`src/vlc_pkg.sv`:
```
// vlc_pkg: shared constants and types for the vector loop sequencer
// assumes nothing beyond a SystemVerilog package scope
package vlc_pkg;

   // ----------------------------------------------------------------
   // widths and counts
   // ----------------------------------------------------------------
   localparam int VLC_CNT_W = 16;
   localparam int VLC_NUM_VEC = 3;
   localparam logic [15:0] VLC_CNT_RST = 16'h0000;
   localparam logic [15:0] VLC_CNT_ONE = 16'h0001;
   localparam logic [15:0] VLC_CNT_TWO = 16'h0002;

   // ----------------------------------------------------------------
   // adder modification select codes
   // ----------------------------------------------------------------
   localparam logic [1:0] VLC_SEL_NONE = 2'h0;
   localparam logic [1:0] VLC_SEL_UNIT = 2'h1;
   localparam logic [1:0] VLC_SEL_INNER = 2'h2;
   localparam logic [1:0] VLC_SEL_OUTER = 2'h3;

   // ----------------------------------------------------------------
   // per-vector controller states
   // ----------------------------------------------------------------
   typedef enum logic [1:0] {
      VLC_IDLE,
      VLC_CHECK,
      VLC_RUN
   } vlc_state_t;

endpackage : vlc_pkg

```
`src/vlc_loop_ctrl.sv`:
```
// vlc_loop_ctrl: shared count holds plus three independent loop controls
// assumes an address generator per vector that pulses addr_done per address
`timescale 1ns/10ps

module vlc_loop_ctrl
   import vlc_pkg::*;
#(
   parameter int CNT_W = VLC_CNT_W,
   parameter int NUM_VEC = VLC_NUM_VEC
) (
   // clock and reset
   input wire logic clk,
   input wire logic rstn,
   // parameter load from the initialization controller
   input wire logic param_load,
   input wire logic [CNT_W-1:0] length_field,
   input wire logic [CNT_W-1:0] inner_count_field,
   input wire logic [CNT_W-1:0] parameter_staging_register,
   // per-vector start and address handshake
   input wire logic [NUM_VEC-1:0] vec_start,
   input wire logic [NUM_VEC-1:0] addr_done,
   // per-vector adder control and status
   output logic [NUM_VEC-1:0] unit_step_en,
   output logic [NUM_VEC-1:0] inner_disp_en,
   output logic [NUM_VEC-1:0] outer_disp_en,
   output logic [NUM_VEC-1:0] gen_active,
   output logic [NUM_VEC-1:0] vec_complete,
   // shared holds visible for status
   output logic [CNT_W-1:0] self_count_hold,
   output logic [CNT_W-1:0] inner_count_hold
);

   // ----------------------------------------------------------------
   // elaboration checks
   // ----------------------------------------------------------------
   if (CNT_W != VLC_CNT_W) begin : g_bad_w
      $error("vlc_loop_ctrl: counter width must be 16");
   end
   if (NUM_VEC < 1) begin : g_bad_n
      $error("vlc_loop_ctrl: need at least one vector");
   end

   // ----------------------------------------------------------------
   // reset release
   // ----------------------------------------------------------------
   logic rstn_meta_q;
   logic rstn_sync_q;

   // two-stage release of the asynchronous reset
   // only the second stage is read by the rest of the logic
   always_ff @(posedge clk or negedge rstn) begin
      if (!rstn) begin
         rstn_meta_q <= 1'b0;
         rstn_sync_q <= 1'b0;
      end else begin
         rstn_meta_q <= 1'b1;
         rstn_sync_q <= rstn_meta_q;
      end
   end

   // ----------------------------------------------------------------
   // shared holding registers
   // ----------------------------------------------------------------
   logic [CNT_W-1:0] self_hold_q;
   logic [CNT_W-1:0] inner_hold_q;

   // holds capture once per operation, used by every vector
   always_ff @(posedge clk or negedge rstn_sync_q) begin
      if (!rstn_sync_q) begin
         self_hold_q <= VLC_CNT_RST;
         inner_hold_q <= VLC_CNT_RST;
      end else if (param_load) begin
         self_hold_q <= length_field;
         inner_hold_q <= inner_count_field;
      end
   end

   assign self_count_hold = self_hold_q;
   assign inner_count_hold = inner_hold_q;

   // ----------------------------------------------------------------
   // per-vector loop control
   // ----------------------------------------------------------------
   // each vector owns its counters and controller; only holds are shared
   for (genvar v = 0; v < NUM_VEC; v++) begin : g_vec
      vlc_state_t state_q;
      logic [CNT_W-1:0] self_cnt_q;
      logic [CNT_W-1:0] inner_cnt_q;
      logic [CNT_W-1:0] outer_cnt_q;
      logic [1:0] sel_q;
      logic [1:0] sel_d;
      logic done_q;
      logic unit_q;
      logic inner_q;
      logic outer_q;
      logic active_q;
      logic start;
      logic self_gt1;
      logic inner_gt1;
      logic outer_gt1;
      logic in_check;
      logic in_run;
      logic check_go;
      logic check_nop;
      logic self_step;
      logic self_last;
      logic disp_take;
      logic inspect;
      logic go_inner;
      logic go_outer;
      logic finish;

      // ----------------------------------------------------------------
      // counter status
      // ----------------------------------------------------------------

      // compare taps the controller watches
      assign self_gt1 = self_cnt_q > VLC_CNT_ONE;
      assign inner_gt1 = inner_cnt_q > VLC_CNT_ONE;
      assign outer_gt1 = outer_cnt_q > VLC_CNT_ONE;

      // ----------------------------------------------------------------
      // controller decisions
      // ----------------------------------------------------------------
      // every decision is a plain decode of flops and inputs

      // a start pulse overrides whatever the vector was doing
      assign start = vec_start[v];
      assign in_check = !start && (state_q == VLC_CHECK);
      assign in_run = !start && (state_q == VLC_RUN);

      // first look at the self count decides if anything is generated
      assign check_go = in_check && self_gt1;
      assign check_nop = in_check && !self_gt1;

      // an address produced under the unit step, and the last of a loop
      assign self_step = in_run && (sel_q == VLC_SEL_UNIT) && addr_done[v];
      assign self_last = self_step && (self_cnt_q == VLC_CNT_TWO);

      // a displacement applied by the adder, stepping resumes after it
      assign disp_take = in_run && addr_done[v] &&
         ((sel_q == VLC_SEL_INNER) || (sel_q == VLC_SEL_OUTER));

      // self loop finished: inner first, then outer, then done
      // an address answer while no select stands is ignored here
      assign inspect = in_run && (sel_q == VLC_SEL_NONE);
      assign go_inner = inspect && inner_gt1;
      assign go_outer = inspect && !inner_gt1 && outer_gt1;
      assign finish = inspect && !inner_gt1 && !outer_gt1;

      // ----------------------------------------------------------------
      // loop counters
      // ----------------------------------------------------------------

      // self counter: load, step per address, reload per new self loop
      always_ff @(posedge clk or negedge rstn_sync_q) begin
         if (!rstn_sync_q) begin
            self_cnt_q <= VLC_CNT_RST;
         end else if (start) begin
            self_cnt_q <= self_hold_q;
         end else if (self_step) begin
            self_cnt_q <= self_cnt_q - VLC_CNT_ONE;
         end else if (go_inner || go_outer) begin
            self_cnt_q <= self_hold_q;
         end
      end

      // inner counter: load, step per new self loop, reload per outer
      always_ff @(posedge clk or negedge rstn_sync_q) begin
         if (!rstn_sync_q) begin
            inner_cnt_q <= VLC_CNT_RST;
         end else if (start) begin
            inner_cnt_q <= inner_hold_q;
         end else if (go_inner) begin
            inner_cnt_q <= inner_cnt_q - VLC_CNT_ONE;
         end else if (go_outer) begin
            inner_cnt_q <= inner_hold_q;
         end
      end

      // outer counter: straight from staging, step per new inner loop
      always_ff @(posedge clk or negedge rstn_sync_q) begin
         if (!rstn_sync_q) begin
            outer_cnt_q <= VLC_CNT_RST;
         end else if (start) begin
            outer_cnt_q <= parameter_staging_register;
         end else if (go_outer) begin
            outer_cnt_q <= outer_cnt_q - VLC_CNT_ONE;
         end
      end

      // ----------------------------------------------------------------
      // controller state and completion
      // ----------------------------------------------------------------

      // idle until started, one look at the counts, then run
      always_ff @(posedge clk or negedge rstn_sync_q) begin
         if (!rstn_sync_q) begin
            state_q <= VLC_IDLE;
         end else if (start) begin
            state_q <= VLC_CHECK;
         end else begin
            unique case (state_q)
               VLC_IDLE: begin
                  state_q <= VLC_IDLE;
               end
               VLC_CHECK: begin
                  if (check_go) begin
                     state_q <= VLC_RUN;
                  end else begin
                     state_q <= VLC_IDLE;
                  end
               end
               VLC_RUN: begin
                  if (finish) begin
                     state_q <= VLC_IDLE;
                  end
               end
               default: begin
                  state_q <= VLC_IDLE;
               end
            endcase
         end
      end

      // completion is sticky until the next start of this vector
      always_ff @(posedge clk or negedge rstn_sync_q) begin
         if (!rstn_sync_q) begin
            done_q <= 1'b0;
         end else if (start) begin
            done_q <= 1'b0;
         end else if (check_nop || finish) begin
            done_q <= 1'b1;
         end
      end

      // ----------------------------------------------------------------
      // adder select
      // ----------------------------------------------------------------

      // next select; holds unless a decision moves it
      always_comb begin
         sel_d = sel_q;
         if (start || check_nop || self_last || finish) begin
            sel_d = VLC_SEL_NONE;
         end else if (check_go || disp_take) begin
            sel_d = VLC_SEL_UNIT;
         end else if (go_inner) begin
            sel_d = VLC_SEL_INNER;
         end else if (go_outer) begin
            sel_d = VLC_SEL_OUTER;
         end
      end

      // select and its decoded enables all leave from flops
      always_ff @(posedge clk or negedge rstn_sync_q) begin
         if (!rstn_sync_q) begin
            sel_q <= VLC_SEL_NONE;
            unit_q <= 1'b0;
            inner_q <= 1'b0;
            outer_q <= 1'b0;
            active_q <= 1'b0;
         end else begin
            sel_q <= sel_d;
            unit_q <= (sel_d == VLC_SEL_UNIT);
            inner_q <= (sel_d == VLC_SEL_INNER);
            outer_q <= (sel_d == VLC_SEL_OUTER);
            active_q <= (sel_d != VLC_SEL_NONE);
         end
      end

      // ports of this vector
      assign unit_step_en[v] = unit_q;
      assign inner_disp_en[v] = inner_q;
      assign outer_disp_en[v] = outer_q;
      assign gen_active[v] = active_q;
      assign vec_complete[v] = done_q;
   end

endmodule : vlc_loop_ctrl

```
`config.mk`:
```
export PLATFORM = sky130hd
export DESIGN_NAME = vlc_loop_ctrl
export DESIGN_NICKNAME = d
export VERILOG_FILES = /design/src/vlc_pkg.sv /design/src/vlc_loop_ctrl.sv
export SDC_FILE = /design/constraint.sdc
export NUM_CORES = 1
export LEC_CHECK = 0
export BUFFER_PORTS_ARGS = -buffer_cell sky130_fd_sc_hd__clkbuf_2
export CORE_ASPECT_RATIO = 1.75
export CORE_UTILIZATION = 49
export DETAILED_ROUTE_END_ITERATION = 6
export GPL_TIMING_DRIVEN = 0
export PLACE_DENSITY = 0.7
export SLEW_MARGIN = 20
export SYNTH_ARGS = -nofsm -noshare
export SYNTH_HDL_FRONTEND = slang
export SYNTH_SLANG_ARGS = --single-unit
export TNS_END_PERCENT = 5
```
`constraint.sdc`:
```
create_clock -name clk -period 6 [get_ports clk]
set_input_delay 1.2 -clock clk [delete_from_list [all_inputs] [get_ports clk]]
set_output_delay 1.2 -clock clk [all_outputs]
set_load 0.02 [all_outputs]
```
==> results.cfg, run 1 <==
[floorplan]
core_um2 = 22700
start_util = 0.498
ios = 104
die_y_um = 203
die_w_um = 117
rows = 73
die_area_um2 = 23800

[yosys]
post_synth_inst_count = 1230
synth_top_cell_area_share = 0.453
yosysSeqAreaShare = 0.453
syn_nets = 1308
yosysUniqueCellTypes = 80
synthFlopType = dfrtp_1
async_flop_share = 1.00
ys_warn_count = 0
syn_area_um2 = 11300
synth_edf_count = 0
synth_area_leaders = dfrtp_1 (45%), nand2_1 (3.8%), nor2_1 (3.6%)
syn_avg_cell_area_um2 = 9.22
ys_ff_latch = 205
synth_top_area_cell = dfrtp_1

[route]
met1Wirelength_um = 13600
drt-total-wl_um = 35000
dr.pass1.iters = 5
avgRoutedWirePerCell_um = 20.9
num_vias = 10538
viasPerCell = 6.30
antenna_left = 0
dr.max_layer_used = met4
wl_met2_um = 17300
drt_iter0_markers = 789
drc = 0
met3_length_um = 1730

[cells_and_area]
final_util = 0.574
syn_to_final_growth_pct = 15.1
fin_nets = 1436
layout.cells.non_filler = 1672
final_cell_area_um2 = 13000
multiInputGateArea_um2 = 5740
regArea_um2 = 5130
nFillCells = 2089
diodes = 0
drive_above_1_share = 0.173

[global_route]
grt_pass1_vias = 10100
gr-usage-all-layers = 0.303
grt_pass1_wl_um = 54700
antenna_found_initial = 0
grt_max_degree = 56
grt_overflow = 0

[setup_path]
end_kind = register
regToRegSetupSlack_ps = 2650
path_class = register to register
cp.arrival_ps = 3740
worstPathMaxFanout = 10
cpMaxStageDelayCell = nor4_1
crit_required_ps = 6390
crit_top_cell = nor4_1
start_kind = register
crit_path_max_incr_delay_ps = 870
path_cells = nor4_1, nand3_1, nor4_1, o21bai_1, clkbuf_1, nand2_1, o211ai_1

[clocking]
cts_tree = built
post_cts_buffers = 0
clkLatencyLatePin_ps = 510
cts_resized = 0
postCtsHoldBufs = 0
clockBufferDepth = 3
h-tree-depth = 1
clk_pin_slew_ps = 70
clockRootBuffer = clkbuf_16
cts_buffers = 21
numClockSinks = 205

[placed_design]
numPortBuffers = 102
dp_hpwl_um = 25500
routabilityCongestion = 0.963
placedCellCount = 1635
dpl_cell_area_um2 = 12300

[sta]
setup_tns_ps = 0
report.final.slew_viol_count = 0
tightest_slew_ps = 1140
period_share = 0.559
fmax_ghz = 0.298
hold_violations = 0
hold_slack_ps = 354
skew_ps = 7.11
rsz0062_at_grt = no
maxSlewHeadroom = 0.239
period_needed_ps = 3350
setup_viol = 0

[worst_hold_path]
min-delay-path-class = register to async pin

[power_and_ir_drop]
power.density_nw_per_um2 = 286
p_leak_nw = 5.30
irDropWorstVdd_mv = 0.191

[job]
cap_viol_max_count = 0

[outcome]
status = finished, final reports clean
## synthesized netlist by cell type, types with 17 or more instances
library cell and n:
nor3_1 65, ha_1 21, nor4_1 46, inv_1 39, dfrtp_1 205, nor2_1 110, clkbuf_1 44, nand2b_1 17
o211ai_1 31, o21ai_0 74, or3_1 20, nand3_1 48, a31oi_1 20, nand2_1 116, a211oi_1 19, a21oi_1 56
mux2_2 34, or4_1 22
## worst max-delay path, delay by kind of cell, from the launching register on
family,cells,cell delay [ps]
buf+inv,1,330
flops,1,440
compound gates,2,460
simple gates,4,1990
## worst paths after layout
path / depth (start not counted) / startpoint / end
max: 7 / g_vec[0].outer_cnt_q[2]$_DFFE_PN0P_ / g_vec[0].self_cnt_q[8]$_DFFE_PN0P_
min: 0 / rstn_sync_q$_DFF_PN0_ / g_vec[0].outer_cnt_q[11]$_DFFE_PN0P_
max reg2reg: 7 / g_vec[0].outer_cnt_q[2]$_DFFE_PN0P_ / g_vec[0].self_cnt_q[8]$_DFFE_PN0P_
min reg2reg: 0 / rstn_sync_q$_DFF_PN0_ / g_vec[0].outer_cnt_q[11]$_DFFE_PN0P_
max in group asynchronous: 3 / rstn_sync_q$_DFF_PN0_ / g_vec[1].self_cnt_q[1]$_DFFE_PN0P_
min in group clk: 0 / rstn_meta_q$_DFF_PN0_ / rstn_sync_q$_DFF_PN0_
## per-stage QoR
stage,worst slack [ps],total power [mW]
3_5_place_dp,2420,2.33
6_report,2650,3.73
5_1_grt,2440,3.88
2_1_floorplan,2620,2.09
4_1_cts,2730,3.74
3_3_place_gp,1230,2.30
## metal layers
metal  track usage  vias to the layer above
met5             0                        -
met4         0.194                        0
met3        0.0389                      107
met2         0.511                      349
met1         0.357                     5209
li1              -                     4873
## final cells by class
class,count,share of cell area
Multi-Input combinational cell,917,0.440
Sequential cell,205,0.393
Timing Repair Buffer,105,0.0455
Clock buffer,26,0.0440
Tap cell,300,0.0288
Buffer,67,0.0243
Clock inverter,11,0.0121
Inverter,41,0.0118
## kinds of logic (layout without fill, tap and decap cells)
| logic type | after synthesis | after routing | share of synthesized area |
|---|---|---|---|
| buf+inv | 108 | 250 | 0.0415 |
| fa+ha+maj | 21 | 21 | 0.0232 |
| xor+xnor | 20 | 20 | 0.0155 |
| other cells | 1 | 1 | 0.000331 |
| simple gates | 516 | 516 | 0.233 |
| flops | 205 | 205 | 0.453 |
| mux | 39 | 39 | 0.0382 |
| compound gates | 320 | 320 | 0.196 |
## cells in the final DEF (no fill, tap or decap), types with 5 or more instances in the layout
master and count:
inv_1 39, a211oi_1 19, xor2_1 7, or3_1 20, or4_1 22, o221a_2 15, clkinv_2 6, and3_1 8
nor4_1 46, a21oi_1 56, a311oi_1 6, a31oi_1 20, xnor2_1 13, dfrtp_1 204, nor3_1 65, a31o_2 6
nor2_1 110, o22ai_1 7, o211ai_1 31, nand3b_1 6, mux2i_1 5, nand4_1 14, nor2b_1 11, nand2_1 116
nor3b_1 5, buf_4 15, o21ai_0 74, buf_2 7, o31ai_1 6, o311ai_0 10, clkbuf_16 21, mux2_2 34
nand3_1 48, o41ai_1 6, ha_1 21, a22oi_1 9, a221o_1 12, clkbuf_1 46, nand2b_1 17, clkbuf_2 102
## power by group
group	internal, mW	switching, mW
combinational	0.229	0.333
clock	0.851	0.565
sequential	1.53	0.223
total	2.61	1.12
## state kept, by name, summed over array words and instances, names as in the netlist
register and cells:
g_vec.active_q 3, g_vec.done_q 3, g_vec.inner_cnt_q 48, g_vec.inner_q 3
g_vec.outer_cnt_q 48, g_vec.outer_q 3, g_vec.sel_q 6, g_vec.self_cnt_q 48
g_vec.state_q 6, g_vec.unit_q 3, inner_count_hold 16, rstn_meta_q 1
rstn_sync_q 1, self_count_hold 16
Note: power is estimated with default switching activity, not from simulation.
==> run 2, diff against run 1 <==
- PLACE_DENSITY: 0.7 -> 0.68
- clock period: 6 -> 3.4 ns (I/O delays scaled with it)
==> run 2 against run 1 <==
  * Clock skew is 4.4 ps higher
  * Register-to-register slack got worse by 2400 ps
  * Largest power group unchanged
  * Sequential share of layout area shrank 0.12 points
==> results.cfg, run 2 (synthesized netlist as in run 1, its figures left out) <==
[global_route]
grt_pass1_vias = 10189
antenna_found_initial = 0
gr-usage-all-layers = 0.304
grt_max_degree = 51
grt_pass1_wl_um = 55000
grt_overflow = 0

[cells_and_area]
reg_top3 = g_vec.inner_cnt_q x48, g_vec.outer_cnt_q x48, g_vec.self_cnt_q x48
syn_to_final_growth_pct = 15.5
fin_nets = 1439
drive_above_1_share = 0.175
multiInputGateArea_um2 = 5750
regArea_um2 = 5130
diodes = 0
final_common_cell = dfrtp_1
final_cell_mix = dfrtp_1 (204), nand2_1 (116), nor2_1 (110)
nFillCells = 2037
final_cell_area_um2 = 13100

[setup_path]
end_kind = register
path_cells = inv_1, ha_1, nor2_1, or4_1, clkbuf_1, nor4_1, nand3_1, or3_1, a31oi_1
path_class = register to register
crit_required_ps = 3850
cp.arrival_ps = 3590
worstPathMaxFanout = 6
regToRegSetupSlack_ps = 260
start_kind = register
crit_path_max_incr_delay_ps = 710
cpMaxStageDelayCell = nor4_1

[route]
drt_iter0_markers = 800
met3_length_um = 1740
antenna_left = 0
avgRoutedWirePerCell_um = 20.8
wl_met2_um = 17400
drt-total-wl_um = 34800
num_vias = 10541
dr.max_layer_used = met4
met1Wirelength_um = 13300
dr.pass1.iters = 5
viasPerCell = 6.29
drc = 0

[outcome]
status = finished, final reports clean

[sta]
maxSlewHeadroom = 0.249
setup_viol = 0
period_needed_ps = 3140
report.final.slew_viol_count = 0
setup_tns_ps = 0
hold_slack_ps = 306
tightest_slew_ps = 1120
rsz0062_at_grt = no
fmax_ghz = 0.318
hold_violations = 0
skew_ps = 11.5
period_share = 0.925

[clocking]
clkLatencyLatePin_ps = 520
h-tree-depth = 1
post_cts_buffers = 0
clockRootBuffer = clkbuf_16
clk_pin_slew_ps = 70
cts_buffers = 22
cts_tree = built
clockBufferDepth = 3
numClockSinks = 205

[worst_hold_path]
min-delay-path-class = register to async pin

[floorplan]
die_area_um2 = 23800
core_um2 = 22700
die_w_um = 117
die_y_um = 203
rows = 73
ios = 104
start_util = 0.498

[placed_design]
routabilityCongestion = 0.955
numPortBuffers = 102
dpl_cell_area_um2 = 12300
dp_hpwl_um = 25600

[power_and_ir_drop]
irDropWorstVdd_mv = 0.320
power.density_nw_per_um2 = 501
p_leak_nw = 5.31
finalPower_mw = 6.55

[job]
cap_viol_max_count = 0
[run 2: routing by layer]
layer | vias up | global-route usage
li1 | 4894 | -
met1 | 5145 | 0.365
met2 | 394 | 0.515
met3 | 108 | 0.0288
met4 | 0 | 0.194
met5 | - | 0
[run 2: power breakdown]
group          total, mW  internal (mW)  switching [mW]
combinational      0.993          0.406           0.587
clock               2.47           1.46            1.01
sequential          3.09           2.70           0.388
total               6.55           4.57            1.99
[run 2: path summary, 6_finish.rpt]
path,start,end,depth (start not counted)
max,g_vec[1].inner_cnt_q[0]$_DFFE_PN0P_,g_vec[1].outer_cnt_q[6]$_DFFE_PN0P_,9
min,rstn_sync_q$_DFF_PN0_,g_vec[0].outer_cnt_q[14]$_DFFE_PN0P_,0
max reg2reg,g_vec[1].inner_cnt_q[0]$_DFFE_PN0P_,g_vec[1].outer_cnt_q[6]$_DFFE_PN0P_,9
min reg2reg,rstn_sync_q$_DFF_PN0_,g_vec[0].outer_cnt_q[14]$_DFFE_PN0P_,0
max in group asynchronous,rstn_sync_q$_DFF_PN0_,g_vec[1].self_cnt_q[13]$_DFFE_PN0P_,3
min in group clk,rstn_meta_q$_DFF_PN0_,rstn_sync_q$_DFF_PN0_,0
[run 2: per-stage QoR]
step / cells / utilization / worst slack, ps
after floorplan: 1230 / - / 24.0
after global placement: 1632 / 0.537 / -1390
after detailed placement: 1636 / 0.542 / 219
after CTS: 1676 / 0.575 / 172
after global routing: 1676 / 0.575 / 33.5
final: 1676 / 0.575 / 256
[run 2: what timing repair did]
action                                 CTS  global route
setup endpoints to repair                0            10
hold buffers                             1             0
gates resized for setup                  0             2
endpoints found under the hold margin    2             0
[run 2: worst max-delay path, delay by kind of cell, from the launching register on]
family | cells | cell delay, ps
and+or+nand+nor | 5 | 1950
DFF | 1 | 430
buffers and inverters | 2 | 260
adders and majority gates | 1 | 250
AOI/OAI and AO/OA | 1 | 160
[run 2: final cells by class]
class	instances	share of cell area
flip-flops and latches	205	0.392
repair buffers	107	0.0470
inverters	41	0.0118
plain buffers	67	0.0242
clock buffers	32	0.0519
clock inverters	7	0.00497
well taps	300	0.0287
multi-input cells	917	0.439
